### src/tef_params.svh
// Summary of operation
// - each flag pairs with same-position mask bit
// - writing one clears flag, zero keeps
// - overflow flag sets on counter rollover
// - tick flag sets each tick period end
// - low four flag bits read zero
// - two-bit rate field picks tick period
`ifndef TEF_PARAMS_SVH
`define TEF_PARAMS_SVH
`define TEF_ADDR_FLAGS 4'h0
`define TEF_ADDR_MASKS 4'h4
`define TEF_ADDR_PULSE_ACCUM_CONTROL 4'h8
`define TEF_ADDR_COUNT 4'hC
`define TEF_BIT_OVF 7
`define TEF_BIT_TICK 6
`define TEF_FLAG_MASK 8'hF0
`define TEF_RATE_LSB 0
`define TEF_TICK_BASE 16'h2000
`define TEF_COUNT_TOP 16'hFFFF
`define TEF_RST_FLAGS 8'h00
`define TEF_RST_MASKS 8'h00
`define TEF_RST_PULSE_ACCUM_CONTROL 8'h00
`define TEF_RST_COUNT 16'h0000
`define TEF_RESP_OKAY 2'h0
`define TEF_RESP_SLVERR 2'h2
`endif

### src/tef_pkg.sv
package tef_pkg;
   typedef struct packed {
      logic [3:0] addr;
      logic [31:0] data;
      logic [3:0] strb;
   } tef_wreq_s;
   typedef enum logic [1:0] {
      TEF_W_IDLE = 2'b00,
      TEF_W_RESP = 2'b01
   } tef_wstate_e;
endpackage

### src/tef_tick_gen.sv
`timescale 1ns/1ps
`default_nettype none
`include "tef_params.svh"
// periodic tick: base period times 1,2,4,8 by rate field
module tef_tick_gen
   import tef_pkg::*;
(
   input wire logic aclk,
   input wire logic aresetn,
   input wire logic [1:0] rate,
   output logic tick
);
   logic [18:0] cnt_r;
   logic [18:0] cnt_nxt;
   logic [18:0] limit;
   always_comb begin
      limit = ({3'h0, `TEF_TICK_BASE} << rate) - 19'h00001;
      tick = (cnt_r >= limit);
      cnt_nxt = tick ? 19'h00000 : cnt_r + 19'h00001;
   end
   // count restarts at each tick, so a rate change takes effect at once
   always_ff @(posedge aclk) begin
      if (!aresetn) cnt_r <= 19'h00000;
      else cnt_r <= cnt_nxt;
   end
endmodule // tef_tick_gen
`default_nettype wire

### src/tef_timer_flags.sv
// The register offsets and the AXI4-Lite interface to the registers were chosen for this implementation.
`timescale 1ns/1ps
`default_nettype none
`include "tef_params.svh"
// event flags, masks, free-running counter and tick with AXI4-Lite access
module tef_timer_flags
   import tef_pkg::*;
(
   input wire logic aclk,
   input wire logic aresetn,
   input wire logic [3:0] s_axi_awaddr,
   input wire logic s_axi_awvalid,
   output logic s_axi_awready,
   input wire logic [31:0] s_axi_wdata,
   input wire logic [3:0] s_axi_wstrb,
   input wire logic s_axi_wvalid,
   output logic s_axi_wready,
   output logic [1:0] s_axi_bresp,
   output logic s_axi_bvalid,
   input wire logic s_axi_bready,
   input wire logic [3:0] s_axi_araddr,
   input wire logic s_axi_arvalid,
   output logic s_axi_arready,
   output logic [31:0] s_axi_rdata,
   output logic [1:0] s_axi_rresp,
   output logic s_axi_rvalid,
   input wire logic s_axi_rready,
   output logic timer_irq
);
   // one registered value and one next value per piece of state
   logic [7:0] timer_event_flags_r, timer_event_flags_nxt;
   logic [7:0] timer_event_masks_r, timer_event_masks_nxt;
   logic [7:0] pulse_accum_control_r, pulse_accum_control_nxt;
   logic [15:0] free_running_counter_r, free_running_counter_nxt;
   logic aw_have_r, aw_have_nxt;
   logic w_have_r, w_have_nxt;
   tef_wreq_s wreq_r, wreq_nxt;
   tef_wstate_e wst_r, wst_nxt;
   logic [1:0] bresp_r, bresp_nxt;
   logic rvalid_r, rvalid_nxt;
   logic [31:0] rdata_r, rdata_nxt;
   logic [1:0] rresp_r, rresp_nxt;
   logic tick;
   logic do_write;
   logic overflow;
   logic irq_nxt;
   logic [7:0] clr;

   // tick source; its period follows the rate field
   tef_tick_gen i_tef_tick_gen (
      .aclk(aclk),
      .aresetn(aresetn),
      .rate(pulse_accum_control_r[`TEF_RATE_LSB +: 2]),
      .tick(tick)
   );

   // byte-lane write helper; registers sit in lane 0
   function automatic logic [7:0] lane0(input logic [7:0] old,
                                        input tef_wreq_s rq);
      lane0 = rq.strb[0] ? rq.data[7:0] : old;
   endfunction

   // true for the four word offsets that hold a register
   function automatic logic addr_mapped(input logic [3:0] a);
      addr_mapped = (a == `TEF_ADDR_FLAGS) || (a == `TEF_ADDR_MASKS) ||
                    (a == `TEF_ADDR_PULSE_ACCUM_CONTROL) || (a == `TEF_ADDR_COUNT);
   endfunction

   // one write at a time, address and data taken in either order
   assign s_axi_awready = (wst_r == TEF_W_IDLE) && !aw_have_r;
   assign s_axi_wready = (wst_r == TEF_W_IDLE) && !w_have_r;
   assign s_axi_bvalid = (wst_r == TEF_W_RESP);
   assign s_axi_bresp = bresp_r;
   assign s_axi_arready = !rvalid_r;
   assign s_axi_rvalid = rvalid_r;
   assign s_axi_rdata = rdata_r;
   assign s_axi_rresp = rresp_r;
   assign do_write = (wst_r == TEF_W_IDLE) && aw_have_r && w_have_r;

   // counter at its top value: the coming edge wraps it to zero
   assign overflow = (free_running_counter_r == `TEF_COUNT_TOP);

   // write channel capture and response
   always_comb begin
      aw_have_nxt = aw_have_r;
      w_have_nxt = w_have_r;
      wreq_nxt = wreq_r;
      wst_nxt = wst_r;
      bresp_nxt = bresp_r;
      // each half is held until the other arrives
      if (s_axi_awvalid && s_axi_awready) begin
         aw_have_nxt = 1'b1;
         wreq_nxt.addr = s_axi_awaddr;
      end
      if (s_axi_wvalid && s_axi_wready) begin
         w_have_nxt = 1'b1;
         wreq_nxt.data = s_axi_wdata;
         wreq_nxt.strb = s_axi_wstrb;
      end
      case (wst_r)
         TEF_W_IDLE: begin
            if (do_write) begin
               wst_nxt = TEF_W_RESP;
               aw_have_nxt = 1'b0;
               w_have_nxt = 1'b0;
               // unmapped offsets are refused with an error response
               if (addr_mapped(wreq_r.addr))
                  bresp_nxt = `TEF_RESP_OKAY;
               else
                  bresp_nxt = `TEF_RESP_SLVERR;
            end
         end
         TEF_W_RESP: begin
            if (s_axi_bready) wst_nxt = TEF_W_IDLE;
         end
         default: wst_nxt = TEF_W_IDLE;
      endcase
   end

   // register file, counter and flags
   always_comb begin
      timer_event_masks_nxt = timer_event_masks_r;
      pulse_accum_control_nxt = pulse_accum_control_r;
      // counter wraps naturally; it is read-only to software
      free_running_counter_nxt = free_running_counter_r + 16'h0001;
      clr = 8'h00;
      if (do_write) begin
         if (wreq_r.addr == `TEF_ADDR_FLAGS) begin
            // write-one clears; bit six clears tick
            clr = wreq_r.strb[0] ? wreq_r.data[7:0] : 8'h00;
         end else if (wreq_r.addr == `TEF_ADDR_MASKS) begin
            timer_event_masks_nxt = lane0(timer_event_masks_r, wreq_r) &
                                    `TEF_FLAG_MASK;
         end else if (wreq_r.addr == `TEF_ADDR_PULSE_ACCUM_CONTROL) begin
            pulse_accum_control_nxt = lane0(pulse_accum_control_r, wreq_r);
         end
      end
      timer_event_flags_nxt = timer_event_flags_r & ~clr & `TEF_FLAG_MASK;
      // rollover sets overflow; set beats clear
      if (overflow) timer_event_flags_nxt[`TEF_BIT_OVF] = 1'b1;
      if (tick) timer_event_flags_nxt[`TEF_BIT_TICK] = 1'b1;
   end

   // read channel: answer one cycle after address taken
   always_comb begin
      rvalid_nxt = rvalid_r;
      rdata_nxt = rdata_r;
      rresp_nxt = rresp_r;
      if (rvalid_r && s_axi_rready) rvalid_nxt = 1'b0;
      if (s_axi_arvalid && s_axi_arready) begin
         rvalid_nxt = 1'b1;
         // data is captured here, so it stands unchanged until rready
         rresp_nxt = addr_mapped(s_axi_araddr) ? `TEF_RESP_OKAY :
                                                `TEF_RESP_SLVERR;
         if (s_axi_araddr == `TEF_ADDR_FLAGS)
            rdata_nxt = {24'h000000, timer_event_flags_r};
         else if (s_axi_araddr == `TEF_ADDR_MASKS)
            rdata_nxt = {24'h000000, timer_event_masks_r};
         else if (s_axi_araddr == `TEF_ADDR_PULSE_ACCUM_CONTROL)
            rdata_nxt = {24'h000000, pulse_accum_control_r};
         else if (s_axi_araddr == `TEF_ADDR_COUNT)
            rdata_nxt = {16'h0000, free_running_counter_r};
         else begin
            // unmapped offsets read as zero
            rdata_nxt = 32'h00000000;
         end
      end
   end

   // flag gated by same-position mask; level irq
   // built from next values so the registered line adds no lag
   always_comb begin
      irq_nxt = |(timer_event_flags_nxt & timer_event_masks_nxt);
   end

   // write channel registers
   always_ff @(posedge aclk) begin
      if (!aresetn) begin
         aw_have_r <= 1'b0;
         w_have_r <= 1'b0;
         wreq_r <= '0;
         wst_r <= TEF_W_IDLE;
         bresp_r <= 2'h0;
      end else begin
         aw_have_r <= aw_have_nxt;
         w_have_r <= w_have_nxt;
         wreq_r <= wreq_nxt;
         wst_r <= wst_nxt;
         bresp_r <= bresp_nxt;
      end
   end

   // software-visible registers, counter and interrupt line
   always_ff @(posedge aclk) begin
      if (!aresetn) begin
         timer_event_flags_r <= `TEF_RST_FLAGS;
         timer_event_masks_r <= `TEF_RST_MASKS;
         pulse_accum_control_r <= `TEF_RST_PULSE_ACCUM_CONTROL;
         free_running_counter_r <= `TEF_RST_COUNT;
         timer_irq <= 1'b0;
      end else begin
         timer_event_flags_r <= timer_event_flags_nxt;
         timer_event_masks_r <= timer_event_masks_nxt;
         pulse_accum_control_r <= pulse_accum_control_nxt;
         free_running_counter_r <= free_running_counter_nxt;
         timer_irq <= irq_nxt;
      end
   end

   // read channel registers
   always_ff @(posedge aclk) begin
      if (!aresetn) begin
         rvalid_r <= 1'b0;
         rdata_r <= 32'h00000000;
         rresp_r <= 2'h0;
      end else begin
         rvalid_r <= rvalid_nxt;
         rdata_r <= rdata_nxt;
         rresp_r <= rresp_nxt;
      end
   end
endmodule // tef_timer_flags
`default_nettype wire

### config.mk
export PLATFORM = sky130hd
export DESIGN_NAME = tef_timer_flags
export DESIGN_NICKNAME = d
export VERILOG_FILES = /design/src/tef_pkg.sv /design/src/tef_tick_gen.sv /design/src/tef_timer_flags.sv
export VERILOG_INCLUDE_DIRS = /design/src
export SDC_FILE = /design/constraint.sdc
export NUM_CORES = 1
export LEC_CHECK = 0
export BUFFER_PORTS_ARGS = -buffer_cell sky130_fd_sc_hd__clkbuf_2
export CORE_MARGIN = 2
export CORE_UTILIZATION = 25
export DETAILED_ROUTE_END_ITERATION = 12
export MAX_ROUTING_LAYER = met4
export PLACE_DENSITY = 0.56
export SYNTH_ARGS = -nofsm -noshare
export SYNTH_HDL_FRONTEND = slang
export SYNTH_SLANG_ARGS = --single-unit
### constraint.sdc
create_clock -name aclk -period 1.7 [get_ports aclk]
set_input_delay 0.34 -clock aclk [delete_from_list [all_inputs] [get_ports aclk]]
set_output_delay 0.34 -clock aclk [all_outputs]
set_load 0.02 [all_outputs]
==> flow_summary_export.csv <==
group,metric,value,unit
route,vias,3144,
yosys,synth_area_per_cell,8.74,µm²
floorplan,floorplan.die.height,127,µm
worst_setup_path,r2r_start,"wst_r[0]",
pwr,p_int,0.00358,W
worst_setup_path,path_class,"register to register",
placement,io_buffers,47,
global_routing,grt_first_pass_wirelength,14200,µm
worst_setup_path,r2r_cells,5,
sta,drv_slew,0,
hold_path,hold_path_startpoint,"s_axi_rready",
finish,drive_gt1_frac,0.277,
yosys,synth-edff-count,0,
sta,setup_tns,-0.129,ns
worst_setup_path,slowest_stage,"a2111o_1",
global_routing,grt_pass1_vias,3016,
route,drc_errors,0,
global_routing,grt_use_met2,0.174,
worst_setup_path,required,1.92,ns
global_routing,grt_max_degree,45,
hold_path,hold_depth,2,
yosys,synth-seq-cells,87,
yosys,synth_ff_type,"dfxtp_1",
clock_tree,cts.htree.levels,3,
finish,n_antenna_cell,0,
worst_setup_path,rrSetupSlack,-0.05,ns
route,wl_per_cell,12.1,µm
hold_path,min_path_type,"input port to register",
sta,slew_headroom,0.622,
sta,period_share,1.03,
route,routed_wl,8640,µm
sta,final.setup_skew,0.00474,ns
floorplan,die_area,16100,µm²
sta,setup_viol,9,
sta,finalHoldViolCount,0,
pwr,finalPower,0.00467,W
clock_tree,cts_tree,"yes",
worst_setup_path,arrival,1.97,ns
run_status,violations,"setup timing",
worst_setup_path,setup.worst_path.start_class,"register",
worst_setup_path,critPathBufInv,0,
worst_setup_path,end_kind,"register",
floorplan,fp.dieW,127,µm
route,viasPerCell,4.42,
global_routing,use_met1,0.145,
floorplan,num_rows,44,
clock_tree,cts_setup_buffers,0,
clock_tree,insertion_delay,0.33,ns
hold_path,hold_path_end,"s_axi_rvalid",
pwr,power.leakage,1.93,nW
placement,dp_hpwl,6400,µm
global_routing,grt_usage,0.113,
run_status,status,"finished with violations",
worst_setup_path,critPathMaxStageDelay,0.38,ns
route,drt_iter0_markers,118,
yosys,ys_seq_area_frac,0.461,
clock_tree,clk_pin_slew,0.06,ns
sta,fin_ws,-0.0498,ns
pwr,p_per_area,945,nW/µm²
pwr,ir_drop,0.421,mV
sta,fin_crit,1.75,ns
floorplan,initial_core_util,0.258,
yosys,yosysTopAreaCell,"dfxtp_1",
yosys,syn_area,3770,µm²
clock_tree,cts_buffer_depth,2,
worst_setup_path,cpLargestDelayFamily,"simple AND/OR/NAND/NOR gates",
floorplan,boundaryPins,93,
finish,syn_to_final_growth,30.8,%
worst_setup_path,r2r-end,"timer_irq",
route,ant_nets,0,
run,drv_cap,0,
clock_tree,cts-root-buf,"clkbuf_16",
yosys,yosys_warnings,0,
pwr,power_frac_seq,0.455,
yosys,synth_top_area_share,0.461,
yosys,synth_area_leaders,"dfxtp_1, nor2_1, nand2_1",
pwr,p_sw,0.00109,W
yosys,postSynthCellCount,432,
sta,grt_setup_unrepaired,"yes",
global_routing,grt-busiest-layer,"met2",
global_routing,overflow,0,
pwr,switching_share,0.234,
route,drt_pre_antenna_iters,4,
yosys,ys_types,47,
worst_setup_path,crit_fanout,4,
clock_tree,cts_num_sinks,87,
yosys,yosysMostFrequentCell,"dfxtp_1",
yosys,yosys-top-cells-count,"dfxtp_1, nor2_1, nand2_1, a21oi_1, buf_4",
pwr,comb_power_share,0.084,
placement,gp_congestion,0.811,
pwr,clockPowerShare,0.461,
sta,worstMarginPinSlew,0.565,ns
floorplan,coreArea,14600,µm²
yosys,ys_async_sr_fraction,0,
global_routing,antenna_found_initial,0,
worst_setup_path,crit_chain,"nor4b_4 > and4_4 > mux2i_1 > nor3_1 > a2111o_1",
finish,nets,579,
sta,fmax,0.572,GHz
global_routing,met3_usage,0.0261,
clock_tree,cts_buffers,9,
-- cells in the final DEF, fill, tap and decap left out, drive strengths merged, types with 6 or more instances in the layout --
cell type	netlist	routed
buf	25	48
conb	2	20
nand2	55	56
mux2i	12	12
nand4	9	9
xor2	11	11
xnor2	17	17
a22oi	8	8
nand3	11	11
inv	10	12
nor3	10	10
nor2	73	73
clkbuf	10	57
a211oi	6	6
a21oi	31	31
dfxtp	87	87
nor4	7	7
ha	6	6
-- per-stage QoR --
| stage | utilization | setup slack (ns) | instance area, µm² | std cells | hold slack (ns) |
|---|---|---|---|---|---|
| final | 0.337 | -0.0498 | 4940 | 711 | 0.190 |
| after CTS | 0.332 | -0.0541 | 4870 | 710 | 0.179 |
| after global placement | 0.307 | -0.126 | 4490 | 694 | 0.445 |
| after detailed placement | 0.307 | -0.146 | 4490 | 694 | 0.446 |
| after floorplan | - | -0.0473 | 3860 | 450 | 0.429 |
| after global routing | 0.337 | -0.139 | 4940 | 711 | 0.192 |
-- final cells by class --
class                   instances  area [µm²]
multi-input cells             319        1980
well taps                     184         230
clock inverters                 6        91.3
repair buffers                 95         608
inverters                      10        37.5
flip-flops and latches         87        1750
clock buffers                  10         239
fillers                      1516        9710
-- metal layers --
layer  share of wire  up-vias
met5               0        -
met4           0.010        0
met3           0.041        6
met2            0.45       73
met1            0.50     1448
li1                -     1617
-- power by group through the flow --
stage          clock [W]  combinational [W]  sequential [W]
3_5_place_dp           0           0.000377         0.00217
6_report         0.00215           0.000390         0.00213
5_1_grt          0.00231           0.000433         0.00213
2_1_floorplan          0           0.000237         0.00218
4_1_cts          0.00222           0.000384         0.00213
3_3_place_gp           0           0.000371         0.00217
-- worst reg2reg max path, cell delays in order (launching register included) --
cell	delay, ns
dfxtp_2	0.34
nor4b_4	0.29
and4_4	0.31
mux2i_1	0.23
nor3_1	0.09
a2111o_1	0.39
-- state kept, by name, indices dropped and copies added, names as in the netlist, 4 cells and up --
register                cells
wreq_r                     13
i_tef_tick_gen.cnt_r       19
s_axi_rdata                16
free_running_counter_r     16
pulse_accum_control_r       8
timer_event_flags_r         4
timer_event_masks_r         4
-- worst max path at each step --
stage / start / end / slack (ns) / cells after the start
6_report: wst_r[0] / timer_irq / -0.05 / 5
5_1_grt: free_running_counter_r[0] / timer_irq / -0.14 / 6
4_1_cts: wst_r[0] / timer_irq / -0.05 / 5
2_1_floorplan: pulse_accum_control_r[1] / timer_irq / -0.05 / 7
3_5_place_dp: pulse_accum_control_r[1] / i_tef_tick_gen.cnt_r[2] / -0.15 / 8
3_3_place_gp: wreq_r[37] / timer_irq / -0.13 / 5
-- cell families after synthesis --
logic type | Yosys count | share of synthesized area
and+or+nand+nor | 189 | 0.236
xor gates and xnor gates | 28 | 0.0650
AOI/OAI and AO/OA | 59 | 0.105
DFF | 87 | 0.461
buffers and inverters | 45 | 0.0643
muxes | 16 | 0.0467
adders and majority gates | 6 | 0.0199
other | 2 | 0.00199
-- what timing repair did --
item                       CTS  global route
setup endpoints to repair   18            27
pin swaps                    5             0
hold buffers                 0             0
gates cloned                 0             1
resized for setup            9            15
No activity file was read; power rests on OpenSTA's default activity.
